===== config.mk =====
export PLATFORM = sky130hd
export DESIGN_NAME = sci_sync
export DESIGN_NICKNAME = d
export VERILOG_FILES = /design/src/sci_sync.v
export VERILOG_INCLUDE_DIRS = /design/src
export SDC_FILE = /design/constraint.sdc
export NUM_CORES = 1
export LEC_CHECK = 0
export ABC_AREA = 1
export BUFFER_PORTS_ARGS = -buffer_cell sky130_fd_sc_hd__buf_2
export CORE_ASPECT_RATIO = 1.1
export CORE_MARGIN = 8
export CORE_UTILIZATION = 45
export DETAILED_ROUTE_END_ITERATION = 10
export PLACE_DENSITY = 0.67
export SYNTH_ARGS = -nofsm -noshare
export SYNTH_HDL_FRONTEND = slang
export SYNTH_SLANG_ARGS = --single-unit

===== constraint.sdc =====
create_clock -name pclk -period 1.8 [get_ports pclk]
set_input_delay 0.27 -clock pclk [delete_from_list [all_inputs] [get_ports pclk]]
set_output_delay 0.27 -clock pclk [all_outputs]
set_load 0.03 [all_outputs]

===== src/sci_regs.vh =====
`ifndef SCI_REGS_VH
`define SCI_REGS_VH
// How it works
// - receiver samples at sixteen ticks per bit
// - each start bit restarts receiver bit timing
// - bits sampled at ticks 8, 9, 10
// - bit value is majority of three samples
// - unequal samples on any bit set noise
// - start accepted if two of three verify low
// - any high verify sample sets noise
// - transmitter drives dedicated synchronous clock output
// - no clock during start or stop bit
// - control bit 0 gates last bit clock
// - control bit 2 sets clock polarity
// - control bit 1 sets clock phase
// - clock idle during idle, preamble, break
// - clock options never affect the receiver
// - transmitter disabled floats clock and data pins

`define ADDR_CTRL 12'h000
`define ADDR_BAUD 12'h004
`define ADDR_TXD 12'h008
`define ADDR_RXD 12'h00c
`define ADDR_STAT 12'h010
`define ADDR_MASK 12'h014
`define ADDR_STATE 12'h018

`define CTL_LAST_BIT_CLOCK_ENABLE 0
`define CTL_CLOCK_PHASE_SELECT 1
`define CTL_CLOCK_POLARITY_SELECT 2
`define CTL_TE 3
`define CTL_RE 4
`define CTL_SBK 5
`define CTL_RESET 6'h00
`define BAUD_RESET 16'h0000

`define EV_RX 0
`define EV_NOISE 1
`define EV_FRAME 2
`define EV_TX 3

`define TICKS_PER_BIT 4'hf
`define RT_SAMPLE_A 4'h8
`define RT_SAMPLE_B 4'h9
`define RT_SAMPLE_C 4'ha
`define RT_VERIFY_A 4'h3
`define RT_VERIFY_B 4'h5
`define RT_VERIFY_C 4'h7
`define RT_HALF 4'h8
`define PREAMBLE_BITS 4'ha
`endif


===== src/sci_sync.v =====
`include "sci_regs.vh"
module sci_sync #(
    parameter DIV_W = 16
) (
    input wire pclk,
    input wire presetn,
    input wire ce,
    input wire psel,
    input wire penable,
    input wire pwrite,
    input wire [11:0] paddr,
    input wire [31:0] pwdata,
    output reg [31:0] prdata,
    output wire pready,
    output wire pslverr,
    input wire serial_receive_input,
    output reg txd_out,
    output wire txd_oe_n,
    output reg sclk_out,
    output wire sclk_oe_n,
    output wire irq
);
    localparam RX_IDLE = 3'b001;
    localparam RX_VERIFY = 3'b010;
    localparam RX_DATA = 3'b100;
    localparam TX_IDLE = 3'b001;
    localparam TX_PRE = 3'b010;
    localparam TX_FRAME = 3'b100;
    localparam [3:0] STOP_IDX = 4'h9;
    localparam [3:0] LAST_DATA = 4'h8;

    // bus-visible registers
    reg [5:0] serial_control_one_r;
    reg [DIV_W-1:0] baud_r;
    reg [3:0] stat_r;
    reg [3:0] mask_r;
    reg [7:0] rx_data_r;
    reg [7:0] tx_data_r;
    reg tx_pend_r;

    // receiver line sync and sampling
    reg rx_meta_r;
    reg rx_sync_r;
    reg [DIV_W-1:0] div_cnt_r;
    reg [2:0] rx_state_r;
    reg [3:0] rx_rt_r;
    reg [3:0] rx_bit_r;
    reg [2:0] rx_samp_r;
    reg [8:0] rx_shift_r;
    reg rx_noise_r;

    // transmitter frame and clock
    reg [2:0] tx_state_r;
    reg [3:0] tx_rt_r;
    reg [3:0] tx_bit_r;
    reg [9:0] tx_shift_r;
    reg te_d_r;
    reg [3:0] ev;

    wire last_bit_clock_enable = serial_control_one_r[`CTL_LAST_BIT_CLOCK_ENABLE];
    wire clock_phase_select = serial_control_one_r[`CTL_CLOCK_PHASE_SELECT];
    wire clock_polarity_select = serial_control_one_r[`CTL_CLOCK_POLARITY_SELECT];
    wire transmitter_enable = serial_control_one_r[`CTL_TE];
    wire receiver_enable = serial_control_one_r[`CTL_RE];
    wire send_break = serial_control_one_r[`CTL_SBK];

    wire wr = psel & penable & pwrite;
    wire rd_ok = (paddr == `ADDR_CTRL) || (paddr == `ADDR_BAUD) ||
                 (paddr == `ADDR_TXD) || (paddr == `ADDR_RXD) ||
                 (paddr == `ADDR_STAT) || (paddr == `ADDR_MASK) ||
                 (paddr == `ADDR_STATE);
    assign pready = 1'b1;
    assign pslverr = psel & penable & ~rd_ok;
    assign irq = |(stat_r & mask_r);

    // one receiver tick per baud divider wrap
    wire receiver_tick = ce && (div_cnt_r == baud_r);

    // majority and agreement of three samples
    function vote;
        input [2:0] s;
        begin
            vote = (s[0] & s[1]) | (s[0] & s[2]) | (s[1] & s[2]);
        end
    endfunction

    wire [2:0] samp_now = {rx_samp_r[1:0], rx_sync_r};
    wire bit_val = vote(samp_now);
    wire bit_noisy = (samp_now != 3'b000) && (samp_now != 3'b111);
    // at least two low of three verify samples
    wire start_ok = ~vote(samp_now);

    always @(posedge pclk or negedge presetn) begin
        if (!presetn) begin
            rx_meta_r <= 1'b1;
            rx_sync_r <= 1'b1;
        end else if (ce) begin
            rx_meta_r <= serial_receive_input;
            rx_sync_r <= rx_meta_r;
        end
    end

    always @(posedge pclk or negedge presetn) begin
        if (!presetn) begin
            div_cnt_r <= {DIV_W{1'b0}};
        end else if (ce) begin
            if (div_cnt_r >= baud_r) begin
                div_cnt_r <= {DIV_W{1'b0}};
            end else begin
                div_cnt_r <= div_cnt_r + 1'b1;
            end
        end
    end

    // receiver: uses no clock output options
    always @(posedge pclk or negedge presetn) begin
        if (!presetn) begin
            rx_state_r <= RX_IDLE;
            rx_rt_r <= 4'h0;
            rx_bit_r <= 4'h0;
            rx_samp_r <= 3'b000;
            rx_shift_r <= 9'h000;
            rx_noise_r <= 1'b0;
            rx_data_r <= 8'h00;
        end else if (ce) begin
            if (!receiver_enable) begin
                rx_state_r <= RX_IDLE;
            end else if (receiver_tick) begin
                case (rx_state_r)
                    RX_IDLE: begin
                        if (!rx_sync_r) begin
                            // this tick counts as tick 1 of the start bit
                            rx_state_r <= RX_VERIFY;
                            rx_rt_r <= 4'h2;
                            rx_bit_r <= 4'h0;
                            rx_noise_r <= 1'b0;
                        end
                    end
                    RX_VERIFY: begin
                        rx_rt_r <= rx_rt_r + 4'h1;
                        if (rx_rt_r == `RT_VERIFY_A || rx_rt_r == `RT_VERIFY_B) begin
                            rx_samp_r <= samp_now;
                        end
                        if (rx_rt_r == `RT_VERIFY_C) begin
                            if (start_ok) begin
                                rx_state_r <= RX_DATA;
                                rx_noise_r <= |samp_now;
                            end else begin
                                rx_state_r <= RX_IDLE;
                            end
                        end
                    end
                    RX_DATA: begin
                        rx_rt_r <= rx_rt_r + 4'h1;
                        if (rx_rt_r == `RT_SAMPLE_A || rx_rt_r == `RT_SAMPLE_B) begin
                            rx_samp_r <= samp_now;
                        end
                        if (rx_rt_r == `RT_SAMPLE_C) begin
                            rx_shift_r <= {bit_val, rx_shift_r[8:1]};
                            if (bit_noisy) begin
                                rx_noise_r <= 1'b1;
                            end
                            if (rx_bit_r == STOP_IDX) begin
                                rx_data_r <= rx_shift_r[8:1];
                                rx_state_r <= RX_IDLE;
                            end
                        end
                        if (rx_rt_r == `TICKS_PER_BIT) begin
                            rx_rt_r <= 4'h0;
                            rx_bit_r <= rx_bit_r + 4'h1;
                        end
                    end
                    default: rx_state_r <= RX_IDLE;
                endcase
            end
        end
    end

    wire rx_done = receiver_enable && receiver_tick && rx_state_r == RX_DATA &&
                   rx_rt_r == `RT_SAMPLE_C && rx_bit_r == STOP_IDX;

    wire tx_bit_end = receiver_tick && tx_rt_r == `TICKS_PER_BIT;
    wire tx_start = tx_state_r == TX_IDLE && tx_pend_r && !send_break;

    // transmitter state, preamble on enable
    always @(posedge pclk or negedge presetn) begin
        if (!presetn) begin
            tx_state_r <= TX_IDLE;
            tx_rt_r <= 4'h0;
            tx_bit_r <= 4'h0;
            tx_shift_r <= 10'h3ff;
            te_d_r <= 1'b0;
        end else if (ce) begin
            te_d_r <= transmitter_enable;
            if (!transmitter_enable) begin
                tx_state_r <= TX_IDLE;
            end else if (!te_d_r) begin
                tx_state_r <= TX_PRE;
                tx_rt_r <= 4'h0;
                tx_bit_r <= 4'h0;
                tx_shift_r <= 10'h3ff;
            end else begin
                case (tx_state_r)
                    TX_IDLE: begin
                        if (tx_start) begin
                            tx_state_r <= TX_FRAME;
                            tx_rt_r <= 4'h0;
                            tx_bit_r <= 4'h0;
                            tx_shift_r <= {1'b1, tx_data_r, 1'b0};
                        end
                    end
                    TX_PRE, TX_FRAME: begin
                        if (receiver_tick) begin
                            tx_rt_r <= tx_rt_r + 4'h1;
                        end
                        if (tx_bit_end) begin
                            tx_rt_r <= 4'h0;
                            tx_bit_r <= tx_bit_r + 4'h1;
                            tx_shift_r <= {1'b1, tx_shift_r[9:1]};
                            if (tx_bit_r == STOP_IDX) begin
                                tx_state_r <= TX_IDLE;
                            end
                        end
                    end
                    default: tx_state_r <= TX_IDLE;
                endcase
            end
        end
    end

    wire tx_done = tx_state_r == TX_FRAME && tx_bit_end && tx_bit_r == STOP_IDX;

    // clock only in data bits 1..8; last one optional
    wire data_bit = tx_state_r == TX_FRAME && tx_bit_r != 4'h0 &&
                    tx_bit_r != STOP_IDX;
    wire clk_on = data_bit && (tx_bit_r != LAST_DATA || last_bit_clock_enable);
    wire first_half = tx_rt_r < `RT_HALF;
    // phase picks which half of the bit holds the pulse
    wire pulse = clk_on && (clock_phase_select ? first_half : !first_half);

    // break holds the line low only between frames
    always @(posedge pclk or negedge presetn) begin
        if (!presetn) begin
            txd_out <= 1'b1;
        end else if (ce) begin
            txd_out <= (tx_state_r == TX_IDLE && send_break) ? 1'b0 : tx_shift_r[0];
        end
    end

    always @(posedge pclk or negedge presetn) begin
        if (!presetn) begin
            sclk_out <= 1'b0;
        end else if (ce) begin
            sclk_out <= clock_polarity_select ^ pulse;
        end
    end

    assign txd_oe_n = ~transmitter_enable;
    assign sclk_oe_n = ~transmitter_enable;

    always @* begin
        ev = 4'h0;
        ev[`EV_RX] = rx_done;
        ev[`EV_NOISE] = rx_done && (rx_noise_r || bit_noisy);
        ev[`EV_FRAME] = rx_done && !bit_val;
        ev[`EV_TX] = tx_done;
    end

    // register decode, one select per word
    wire sel_ctrl = (paddr == `ADDR_CTRL);
    wire sel_baud = (paddr == `ADDR_BAUD);
    wire sel_txd = (paddr == `ADDR_TXD);
    wire sel_rxd = (paddr == `ADDR_RXD);
    wire sel_stat = (paddr == `ADDR_STAT);
    wire sel_mask = (paddr == `ADDR_MASK);
    wire sel_state = (paddr == `ADDR_STATE);

    wire rx_busy = rx_state_r != RX_IDLE;
    wire tx_busy = tx_state_r != TX_IDLE;

    always @(posedge pclk or negedge presetn) begin
        if (!presetn) begin
            serial_control_one_r <= `CTL_RESET;
        end else if (ce && wr && sel_ctrl) begin
            serial_control_one_r <= pwdata[5:0];
        end
    end

    always @(posedge pclk or negedge presetn) begin
        if (!presetn) begin
            baud_r <= `BAUD_RESET;
        end else if (ce && wr && sel_baud) begin
            baud_r <= pwdata[DIV_W-1:0];
        end
    end

    always @(posedge pclk or negedge presetn) begin
        if (!presetn) begin
            mask_r <= 4'h0;
        end else if (ce && wr && sel_mask) begin
            mask_r <= pwdata[3:0];
        end
    end

    // last written byte, read back as written
    always @(posedge pclk or negedge presetn) begin
        if (!presetn) begin
            tx_data_r <= 8'h00;
        end else if (ce && wr && sel_txd) begin
            tx_data_r <= pwdata[7:0];
        end
    end

    // one pending byte; a write while disabled is dropped
    always @(posedge pclk or negedge presetn) begin
        if (!presetn) begin
            tx_pend_r <= 1'b0;
        end else if (ce) begin
            if (wr && sel_txd) begin
                tx_pend_r <= transmitter_enable;
            end else if (tx_start) begin
                tx_pend_r <= 1'b0;
            end
        end
    end

    // sticky status, one bit per event
    wire [3:0] stat_nxt;
    genvar gi;
    generate
        for (gi = 0; gi < 4; gi = gi + 1) begin : g_stat
            // a set beats a write-one clear in the same cycle
            assign stat_nxt[gi] = ev[gi] | (stat_r[gi] & ~(wr & sel_stat & pwdata[gi]));
        end
    endgenerate

    always @(posedge pclk or negedge presetn) begin
        if (!presetn) begin
            stat_r <= 4'h0;
        end else if (ce) begin
            stat_r <= stat_nxt;
        end
    end

    // read word for the addressed register
    reg [31:0] rdata_nxt;
    always @* begin
        rdata_nxt = 32'h0000_0000;
        if (sel_ctrl) begin
            rdata_nxt[5:0] = serial_control_one_r;
        end
        if (sel_baud) begin
            rdata_nxt[DIV_W-1:0] = baud_r;
        end
        if (sel_txd) begin
            rdata_nxt[7:0] = tx_data_r;
        end
        if (sel_rxd) begin
            rdata_nxt[7:0] = rx_data_r;
        end
        if (sel_stat) begin
            rdata_nxt[3:0] = stat_r;
        end
        if (sel_mask) begin
            rdata_nxt[3:0] = mask_r;
        end
        if (sel_state) begin
            rdata_nxt[2:0] = {tx_pend_r, tx_busy, rx_busy};
        end
    end

    // read data launched at the setup edge, held through access
    always @(posedge pclk or negedge presetn) begin
        if (!presetn) begin
            prdata <= 32'h0000_0000;
        end else if (ce && psel && !penable) begin
            prdata <= rdata_nxt;
        end
    end
endmodule // sci_sync


Word-level counts from Yosys, hierarchy flattened
Cells that the tools add are included.
W data, S select, Z words.
{"block": "word_totals", "regBits": 128, "output_inout_bits": 39, "word_cells": 222}
{"block": "op_classes", "add_sub_neg": 5, "order_cmp": 2, "n_eq_ne": 48, "mux": 53, "bitwise_logic": 29, "n_reduce_logical": 61}
{"operator": "$mux W4", "count": 12}
{"operator": "$mux W3", "count": 13}
{"operator": "$eq A12 B5 Y1 const B", "count": 3}
{"operator": "$mux W16", "count": 2}
{"operator": "$mux W10", "count": 3}
{"operator": "$eq A4 B4 Y1 const B", "count": 7}
{"operator": "$logic_and A1 B1 Y1", "count": 26}
{"operator": "$eq A12 B4 Y1 const B", "count": 2}
{"operator": "$ne A4 B4 Y1 const B", "count": 6}
{"operator": "$pmux W4 S2", "count": 3}
{"operator": "$reduce_and A6 Y1", "count": 4}
{"operator": "$pmux W10 S2", "count": 1}
{"operator": "$reduce_and A5 Y1", "count": 4}
{"operator": "$add A16 B1 Y16 const B", "count": 1}
{"operator": "$add A4 B1 Y4 const B", "count": 4}
{"operator": "$eq A16 B16 Y1", "count": 1}
{"operator": "$ge A16 B16 Y1", "count": 1}
{"operator": "$mux W8", "count": 2}
{"operator": "$and A1 B1 Y1", "count": 15}
{"operator": "$ne A3 B3 Y1 const B", "count": 5}
{"operator": "$ne A2 B2 Y1 const B", "count": 7}
{"operator": "$eq A12 B3 Y1 const B", "count": 1}
{"operator": "$logic_not A12 Y1", "count": 1}
{"operator": "$pmux W4 S3", "count": 1}
{"operator": "other kinds (31)", "count": 73}

Longest topological paths before layout
Gate-level depths: netlist (run 1).
{"block": "logic_depth", "ltp_word": 9, "depth_mapped": 12, "depth_no_buf": 12}

Worst setup path after synthesis (run 1)
Ideal clock, no wire load.
{"block": "synth_path", "kind": "in2out", "start": "input port paddr[11]", "end": "output port pslverr", "arrival_ns": 1.592, "t_required_ns": 1.530, "path_slack_ns": -0.062, "path_stages": 6, "n_path_buf": 0, "path_cell_list": "nor2_1 > nand2_2 > clkinv_2 > nand3_1 > o2111ai_1 > nor3_1"}
{"block": "synth_via", "elab_chain_cells": 9, "elab_cells_between_ends": 15}
{"item": "start, declared", "line_no": "sci_sync.v:11", "rtl": "input wire [11:0] paddr,"}
{"item": "$eq A12 B3 Y1 (no line) / $logic_not A12 Y1 (equally long branches)"}
{"item": "$logic_or A1 B1 Y1 (5 in series)", "line_no": "sci_sync.v:68", "rtl": "wire rd_ok = (paddr == `ADDR_CTRL) || (paddr == `ADDR_BAUD) ||"}
{"item": "$logic_or A1 B1 Y1 *", "line_no": "sci_sync.v:68"}
{"item": "$not A1 Y1 *", "line_no": "sci_sync.v:73", "rtl": "assign pslverr = psel & penable & ~rd_ok;"}
{"item": "$and A1 B1 Y1 *", "line_no": "sci_sync.v:73"}
{"item": "end, declared", "line_no": "sci_sync.v:15", "rtl": "output wire pslverr,"}
Mark *: on every way between the ends. The rest lies on a longest branch, timed or not.

Final worst setup path (run 1)
{"block": "layout_path", "start": "register baud_r[5]", "end": "register rx_rt_r[1]"}
{"block": "layout_via", "elab_chain_cells": 3}
{"item": "start, declared", "line_no": "sci_sync.v:34", "rtl": "reg [DIV_W-1:0] baud_r;"}
{"item": "start signal, assigned", "line_no": "sci_sync.v:291", "rtl": "baud_r <= `BAUD_RESET;"}
{"item": "start signal, assigned", "line_no": "sci_sync.v:293", "rtl": "baud_r <= pwdata[DIV_W-1:0];"}
{"item": "$eq A16 B16 Y1", "line_no": "sci_sync.v:77", "rtl": "wire receiver_tick = ce && (div_cnt_r == baud_r);"}
{"item": "$logic_and A1 B1 Y1", "line_no": "sci_sync.v:77"}
{"item": "$reduce_and A5 Y1 (no line)"}
{"item": "end signal, assigned", "line_no": "sci_sync.v:140", "rtl": "rx_rt_r <= rx_rt_r + 4'h1;"}
{"item": "end signal, assigned", "line_no": "sci_sync.v:154", "rtl": "rx_rt_r <= rx_rt_r + 4'h1;"}
{"item": "end, declared", "line_no": "sci_sync.v:46", "rtl": "reg [3:0] rx_rt_r;"}
Every way passes these cells.
A chain may end at the register's enable or synchronous reset.

==> results.toml, run 1 <==
[critical_path]
r2r_setup_slack_ns = -0.13
end_kind = "flip-flop"
crit_type = "flip-flop to flip-flop"
worst_setup_path_start_kind = "flip-flop"
worst-path-max-fanout = 7
worstPathArrival_ns = 2.23
required_ns = 2.10
cpMostUsedCell = "buf_6"
ff2ff_path_depth = 13
crit_path_top_delay_cell = "dfrtp_1"
reg2reg_to = "rx_rt_r[1]$_DFFE_PN0P_"
regToRegStartpoint = "baud_r[5]$_DFFE_PN0P_"
slowest_delay_ns = 0.36
crit_path_cell_trace = "inv_1 > ha_4 > nand2_2 > nor2_4 > nand4_4 > nor2_8 > nand2_4 > buf_6 > nor3_4 > buf_6 > inv_2 > nand2_1 > o21ai_1"

[global_route]
grt_max_degree = 46
antenna_found_initial = 0
gr-total-overflow = 0
grt_usage_pct = 19.3
grt_pass1_wl_um = 31000
grt_pass1_vias = 6214

[hold_path]
min_path_type = "input port to flip-flop"
hold_path_end = "rx_meta_r$_DFFE_PN1P_"
holdPathStages = 3
min-delay-start = "serial_receive_input"

[logic_synthesis]
synthXorXnorAreaFrac_pct = 2.15
synth_top_area_share_pct = 38.3
synth_top_family_by_area = "simple AND/OR/NAND/NOR gates"
yosys.area.top_type = "dfrtp_1"
synthSimpleGateAreaFrac_pct = 25.6
synth_area_um2 = 7330
syn_area_per_cell_um2 = 8.35
async_reset_ff_share_pct = 100
yosys.area_share.adder_pct = 4.61
netlist_instances = 877
synth_flop_cell = "dfrtp_1"
synth-compound-area-share_pct = 13.5
yosys-top-cells-count = "197 x nand2_1, 112 x dfrtp_1, 92 x inv_1"
ys_top_cells_by_area = "dfrtp_1 38%, nand2_1 10%, dfstp_2 5.0%"
ys_ff_latch = 126
synth_enable_flop_cells = 0
yosys_warnings = 0
synth_mux_area_share_pct = 1.57
synth.most_common_cell = "nand2_1"
ys_types = 52
synth-seq-area-share_pct = 43.3

[drt]
drt_iter0_drc = 335
vias = 6391
ant_nets = 0
wl_um = 19200
dr.pass1.iters = 5
wl_per_cell_um = 15.5
vias_per_cell = 5.17
drc = 0

[power]
p_switching_mw = 1.54
p_leak_nw = 4.46
power.internal_mw = 5.07
p_comb_share_pct = 5.8
p_sw_share_pct = 23.3
ir_drop_mv = 0.696
p_clk_share_pct = 50.8
power_density_nw_per_um2 = 706
pwr-share-seq_pct = 43.4

[clock_network]
clockBufferDepth = 2
htree_num_levels = 4
root_buffer = "clkbuf_16"
cts_made_buffers = 17
clk_pin_slew_ns = 0.06
cts_tree = "built"
clk_latency_ns = 0.42
cts.sink_count = 126

[floorplanning]
start_util_pct = 45.4
fp-row-count = 49
die_w_um = 138
die_area_um2 = 20600
die_h_um = 150
ioPinCount = 90
core_um2 = 16100

[sta]
hold_viol_final = 0
rsz0062_at_grt = "yes"
worstMarginPinSlew_ns = 0.602
period_minus_slack_ns = 1.93
post-route-worst-setup-slack_ns = -0.126
max-slew-margin-rel_pct = 59.7
setup_viol = 69
skew_ns = 0.00842
finalCritPeriodShare_pct = 107
slew_viol_final = 0
fmax_mhz = 519

[layout]
syn2layout_area_growth_pct = 27.8
fin_util_pct = 58.0
final_nets = 1098
antennaDiodeCount = 0
layoutNonFillerInstCount = 1237
drive_gt1_share_pct = 32.4

[flow_run]
drv_cap = 0

[status]
violations = "negative setup slack"
outcome = "complete, but fails checks"

[placement]
place_inst = 1180
dp_hpwl_um = 13500
place.gp.congestion = 0.897
numPortBuffers = 56
-- worst max-delay path: cells and delay by family, from the launching register on --
kind                       cells  cell delay (ns)
and+or+nand+nor                7             0.72
buffers and inverters          4             0.39
DFF                            1             0.36
adders and majority gates      1             0.27
AOI/OAI and AO/OA              1             0.06
-- per-stage QoR --
step           setup WS [ns]  hold slack (ns)  power (mW)  area [um^2]  setup TNS [ns]
2_1_floorplan       0.000125          -0.0256        3.12         7400               0
3_3_place_gp          -0.173            0.160        3.29         8220           -4.63
3_5_place_dp          -0.233            0.160        3.29         8220           -7.80
4_1_cts               -0.170           0.0386        6.66         9140           -5.90
5_1_grt               -0.232           0.0430        6.85         9360          -12.61
6_report              -0.126           0.0503        6.61         9360           -5.10
-- power groups by stage --
stage               clock network (mW)  registers, mW  logic (mW)
floorplan                            0           2.92       0.200
global placement                     0           2.92       0.371
detailed placement                   0           2.92       0.373
CTS                               3.41           2.87       0.382
global route                      3.56           2.87       0.423
finish                            3.36           2.87       0.385
-- logic make-up after synthesis --
group | after synthesis
XOR/XNOR | 18
other | 2
buffers and inverters | 149
AND/OR/NAND/NOR | 382
multiplexers | 9
flip-flops | 126
adder cells (fa/ha/maj) | 27
AO/OA/AOI/OAI | 164
-- layer usage --
layer | GRT usage [%] | share of wire [%]
met4 | 6.63 | 2.3
met3 | 4.53 | 5.5
met1 | 23.6 | 42
met2 | 32.5 | 50
met5 | 0 | 0
-- state kept, by name (all words and copies together) (netlist names), 6 cells and up --
signal	cells
baud_r	16
rx_data_r	8
rx_shift_r	8
div_cnt_r	16
serial_control_one_r	6
tx_shift_r	9
prdata	16
tx_data_r	8
-- how the worst max path moves through the flow --
stage                         startpoint                       end  slack [ns]  depth (start not counted)
4_1_cts            baud_r[7]$_DFFE_PN0P_  rx_data_r[1]$_DFFE_PN0P_       -0.17                         12
2_1_floorplan  div_cnt_r[11]$_DFFE_PN0P_  rx_data_r[6]$_DFFE_PN0P_      0.0001                         11
5_1_grt           baud_r[14]$_DFFE_PN0P_  rx_data_r[6]$_DFFE_PN0P_       -0.23                         11
3_3_place_gp      baud_r[15]$_DFFE_PN0P_  rx_data_r[3]$_DFFE_PN0P_       -0.17                         11
3_5_place_dp      baud_r[15]$_DFFE_PN0P_  rx_data_r[3]$_DFFE_PN0P_       -0.23                         11
6_report           baud_r[5]$_DFFE_PN0P_    rx_rt_r[1]$_DFFE_PN0P_       -0.13                         13
-- area by class of cell --
cell class | instances | area, um^2
Fill cell | 1412 | 6770
Multi-Input combinational cell | 622 | 3920
Sequential cell | 126 | 3170
Timing Repair Buffer | 143 | 1020
Clock buffer | 22 | 464
Inverter | 110 | 418
Tap cell | 204 | 255
Clock inverter | 10 | 113
-- placed cells by master, fill, tap and decap left out, types with 17 or more instances in the layout --
cell type,instances
nand2_1,175
dfrtp_1,112
inv_1,88
buf_4,75
buf_2,55
nand3_1,52
nor2_1,45
o21ai_0,37
o21ai_1,35
a21oi_1,33
nand2_2,32
o21ai_2,27
inv_2,20
ha_1,19
conb_1,17
clkbuf_16,17
-- what timing repair did --
action,in CTS,in global routing
buffers inserted,12,7
endpoints found under the setup margin,69,70
endpoints found under the hold margin,13,0
resized for setup,40,36
pin swaps,13,18
cloned,4,1
hold buffers,1,0
(Power assumes the default switching activity.)
==> run 2, diff against run 1 <==
Settings changed: ABC_AREA 1 to unset.
==> results.toml, run 2 <==
[placement]
place.gp.congestion = 0.996
dp_hpwl_um = 13600
place_inst = 994
numPortBuffers = 56

[power]
p_leak_nw = 4.36
p_total_mw = 7.85
power_density_nw_per_um2 = 838
ir_drop_mv = 0.706

[logic_synthesis]
synth.most_common_cell = "dfrtp_1"
synth_enable_flop_cells = 0
synth_top_area_share_pct = 41.7
ys_top_cells_by_area = "dfrtp_1 42%, mux2_2 7.9%, dfstp_2 5.5%"
yosys_warnings = 0
async_reset_ff_share_pct = 100
yosys.area.top_type = "dfrtp_1"
synth_flop_cell = "dfrtp_1"
yosys-top-cells-count = "112 x dfrtp_1, 76 x nand2_1, 58 x o21ai_0"
netlist_instances = 660
synth-seq-area-share_pct = 47.1
ys_ff_latch = 126
synth_area_um2 = 6730
ys_types = 66
syn_area_per_cell_um2 = 10.2

[drt]
ant_nets = 0
wl_met2_um = 10100
vias_per_cell = 5.61
vias = 5884
wl_per_cell_um = 18.9
dr.pass1.iters = 6
highest_layer = "met4"
wl_met3_um = 876
drc = 0
wl_met1_um = 8130
drt_iter0_drc = 355
wl_um = 19800

[sta]
period_minus_slack_ns = 2.43
rsz0062_at_grt = "yes"
finalCritPeriodShare_pct = 135
fmax_mhz = 411
hold_viol_final = 0
setup_viol = 70
skew_ns = 0.00947
fin_tns_setup_ns = -34.36
post-route-worst-setup-slack_ns = -0.631
slew_viol_final = 0

[status]
outcome = "complete, but fails checks"
violations = "negative setup slack"

[floorplanning]
die_w_um = 133
fp-row-count = 47
die_h_um = 144
start_util_pct = 45.4
ioPinCount = 90
core_um2 = 14800
die_area_um2 = 19100

[layout]
mostFrequentLayoutCell = "dfrtp_1"
final_cell_mix = "112 x dfrtp_1, 108 x buf_4, 73 x nand2_1, 55 x buf_2, 43 x o21ai_0"
layoutNonFillerInstCount = 1048
final_nets = 916
drive_gt1_share_pct = 43.2
syn2layout_area_growth_pct = 39.3
top_regs = "baud_r x16, div_cnt_r x16, prdata x16"

[critical_path]
end_kind = "flip-flop"
crit_path_end = "rx_shift_r[2]$_DFFE_PN0P_"
worst_setup_path_start_kind = "flip-flop"
required_ns = 2.11
r2r_setup_slack_ns = -0.63
reg2reg_to = "rx_shift_r[2]$_DFFE_PN0P_"
worst-path-max-fanout = 8
worstPathArrival_ns = 2.74
ff2ff_path_depth = 8
crit_type = "flip-flop to flip-flop"
crit_path_start = "div_cnt_r[14]$_DFFE_PN0P_"
regToRegStartpoint = "div_cnt_r[14]$_DFFE_PN0P_"

[global_route]
grt_usage_pct = 20.7
antenna_found_initial = 1
grt_max_degree = 40
grt_pass1_vias = 6149
grt_pass1_wl_um = 31500
gr-total-overflow = 0

[clock_network]
cts_tree = "built"
clk_pin_slew_ns = 0.06
htree_num_levels = 4
cts.sink_count = 126
cts_made_buffers = 17
clockBufferDepth = 2
root_buffer = "clkbuf_16"
clk_latency_ns = 0.42

[flow_run]
drv_cap = 0

[hold_path]
min_path_type = "input port to flip-flop"
## run 2: kinds of logic (layout without fill, tap and decap cells)
family,after synthesis,in the layout,synth area share [%]
compound gates,149,149,14.0
buf+inv,83,259,5.80
fa+ha+maj,28,28,5.17
xor+xnor,14,14,1.82
other cells,2,18,0.112
flops,126,126,47.1
mux,57,57,10.3
simple gates,201,201,15.7
## run 2: per-layer routing
layer	track usage [%]	vias to the layer above
met5	0	-
met3	4.34	50
met2	37.2	180
met1	23.3	2938
met4	8.91	0
li1	-	2716
## run 2: power breakdown
part / switching [mW] / total [mW] / internal [mW]
combinational: 0.678 / 1.27 / 0.597
sequential: 0.135 / 3.18 / 3.05
clock: 1.42 / 3.40 / 1.98
## run 2: area by class of cell
type	count	area, um^2
antenna	1	2.50
clock inverter	13	110
sequential	126	3170
multi-input combinational	466	3810
timing repair buffer	189	1410
inverter	38	143
fill	1085	5450
tap	196	245
clock buffer	19	475
## run 2: critical path, stage by stage (launching register included)
cell     delay, ns
dfrtp_1       0.42
ha_4          0.30
nand4_1       0.23
nor4_4        0.38
buf_6         0.21
nand3_4       0.10
nor3_4        0.21
buf_12        0.16
mux2_4        0.30
## run 2: worst min-delay path by stage
| stage | cells after the start | startpoint | slack, ns | end |
|---|---|---|---|---|
| floorplan | 0 | presetn | -0.03 | baud_r[0]$_DFFE_PN0P_ |
| global placement | 1 | presetn | 0.19 | rx_data_r[6]$_DFFE_PN0P_ |
| detailed placement | 1 | presetn | 0.20 | rx_data_r[6]$_DFFE_PN0P_ |
| CTS | 3 | pwdata[11] | 0.05 | baud_r[11]$_DFFE_PN0P_ |
| global route | 3 | pwdata[9] | 0.07 | baud_r[9]$_DFFE_PN0P_ |
| finish | 3 | pwdata[9] | 0.06 | baud_r[9]$_DFFE_PN0P_ |
## run 2: per-stage QoR
stage / utilization (%) / setup WS, ns / hold WS (ns) / cell area [um^2]
floorplan: - / -0.537 / -0.0256 / 6850
global placement: 54.2 / -0.592 / 0.194 / 8030
detailed placement: 54.2 / -0.654 / 0.198 / 8030
CTS: 61.3 / -0.484 / 0.0473 / 9080
global route: 63.2 / -0.675 / 0.0678 / 9370
finish: 63.2 / -0.631 / 0.0584 / 9370
## run 2: what timing repair did
action,4_1_cts,5_1_grt
hold endpoints to repair,17,0
endpoints found under the setup margin,71,72
pin swaps,37,34
gates resized for setup,85,48
hold buffers,1,0
gates cloned,1,1
setup buffers,12,10
==> run 3, diff against run 2 <==
Settings changed: PLACE_DENSITY 0.67 to unset, PLACE_DENSITY_LB_ADDON set to 0.1, SKIP_LAST_GASP set to 1.
==> results.toml, run 3 (synthesized netlist as in run 2, its figures left out) <==
[status]
outcome = "complete, but fails checks"
violations = "negative setup slack"

[drt]
drc = 0
dr.pass1.iters = 5
drt_iter0_drc = 403
wl_per_cell_um = 18.4
wl_um = 19300
vias_per_cell = 5.50
vias = 5792
ant_nets = 0

[clock_network]
cts_made_buffers = 17
cts_tree = "built"
cts.sink_count = 126
clk_pin_slew_ns = 0.05
htree_num_levels = 4
clk_latency_ns = 0.43
root_buffer = "clkbuf_16"
clockBufferDepth = 2

[layout]
antennaDiodeCount = 0
final_nets = 922
syn2layout_area_growth_pct = 41.5
fin_util_pct = 64.3
top_regs = "baud_r x16, div_cnt_r x16, prdata x16"
drive_gt1_share_pct = 45.3
nFillCells = 1171
final_cell_mix = "112 x dfrtp_1, 111 x buf_4, 71 x nand2_1, 55 x buf_2, 40 x o21ai_0"
layoutNonFillerInstCount = 1053
mostFrequentLayoutCell = "dfrtp_1"

[power]
p_leak_nw = 4.37
ir_drop_mv = 0.668
p_total_mw = 7.86
power_density_nw_per_um2 = 825

[critical_path]
crit_type = "flip-flop to flip-flop"
crit_path_cell_trace = "inv_2 > ha_4 > nand4_1 > nor4_4 > buf_6 > nand3_4 > nor3_4 > buf_12 > mux2_4"
worstPathArrival_ns = 2.55
crit_path_top_delay_cell = "dfrtp_1"
worst_setup_path_start_kind = "flip-flop"
worst-path-max-fanout = 8
r2r_setup_slack_ns = -0.44
end_kind = "flip-flop"
required_ns = 2.11
slowest_delay_ns = 0.37
critPathTopFamily = "simple AND/OR/NAND/NOR gates"
path_buf_inv = 3

[floorplanning]
die_area_um2 = 19100
fp-row-count = 47
start_util_pct = 45.4
die_h_um = 144
core_um2 = 14800
die_w_um = 133
ioPinCount = 90

[placement]
numPortBuffers = 56
place.gp.congestion = 0.872
place_inst = 1002
dp_hpwl_um = 13800

[sta]
skew_ns = 0.00909
finalCritPeriodShare_pct = 125
timing.hold.ws_ns = 0.0500
fin_tns_setup_ns = -25.27
hold_viol_final = 0
rsz0062_at_grt = "yes"
fmax_mhz = 446
post-route-worst-setup-slack_ns = -0.441
worstMarginPinSlew_ns = 0.588
period_minus_slack_ns = 2.24
setup_viol = 70
max-slew-margin-rel_pct = 60.6
slew_viol_final = 0

[flow_run]
drv_cap = 0

[global_route]
grt_max_degree = 47
antenna_found_initial = 0
gr-total-overflow = 0
grt_usage_pct = 20.2
grt_pass1_wl_um = 30600
grt_pass1_vias = 5910

[hold_path]
min_path_type = "input port to flip-flop"
## run 3: cell count changes in the layout (fill, tap and decap cells not counted), sizes merged
cell,delta
clkinvlp,+3
clkinv,+4
buf,+6
clkbuf,+1
diode,-1
inv,-11
bufinv,+3
## run 3: layout make-up
class                           count  area, um^2  share of cell area [%]
Clock inverter                     12         143                    1.50
Inverter                           38         143                    1.50
Tap cell                          196         245                    2.57
Timing Repair Buffer              195        1500                    15.8
Sequential cell                   126        3170                    33.3
Clock buffer                       20         457                    4.80
Multi-Input combinational cell    466        3860                    40.6
## run 3: metrics by stage
stage                     instance area (um^2)  setup slack, ns
after floorplan                           6850           -0.537
after global placement                    8140           -0.438
after detailed placement                  8140           -0.494
after CTS                                 9100           -0.460
after global routing                      9520           -0.561
final                                     9520           -0.441
## run 3: worst register-to-register path: stages, from the launching register on
cell and delay [ns]:
dfrtp_1 0.37, inv_2 0.07, ha_4 0.26, nand4_1 0.18, nor4_4 0.32, buf_6 0.18
nand3_4 0.10, nor3_4 0.18, buf_12 0.16, mux2_4 0.30
## run 3: final timing paths
check                                 startpoint                   endpoint  depth (start not counted)
setup / recovery           baud_r[4]$_DFFE_PN0P_  rx_shift_r[7]$_DFFE_PN0P_                          9
hold / removal                        pwdata[13]     baud_r[13]$_DFFE_PN0P_                          3
setup reg to reg           baud_r[4]$_DFFE_PN0P_  rx_shift_r[7]$_DFFE_PN0P_                          9
hold reg to reg            prdata[1]$_DFFE_PN0P_      prdata[1]$_DFFE_PN0P_                          1
max in group asynchronous                presetn      rx_meta_r$_DFFE_PN1P_                          3
min in group asynchronous                presetn     prdata[13]$_DFFE_PN0P_                          2
## run 3: timing repair
item	CTS	global route
hold buffers	1	0
endpoints found under the setup margin	71	71
pin swaps	15	42
cloned	1	1
hold endpoints to repair	26	0
buffers inserted	8	10
resized for setup	75	72
## run 3: power breakdown
| part | switching (mW) | total (mW) | leakage [nW] | internal (mW) |
|---|---|---|---|---|
| Combinational | 0.620 | 1.16 | 2.49 | 0.544 |
| Sequential | 0.140 | 3.19 | 1.59 | 3.05 |
| Clock | 1.27 | 3.50 | 0.291 | 2.23 |
## run 3: routing by layer
metal | global-route usage [%] | vias to the layer above | part of all wire (%) | wire [um]
met1 | 24.3 | 2872 | 42 | 8120
met3 | 4.10 | 44 | 4.3 | 839
li1 | - | 2724 | - | -
met4 | 8.97 | 0 | 2.7 | 531
met5 | 0 | - | 0 | 0
met2 | 34.5 | 152 | 51 | 9860
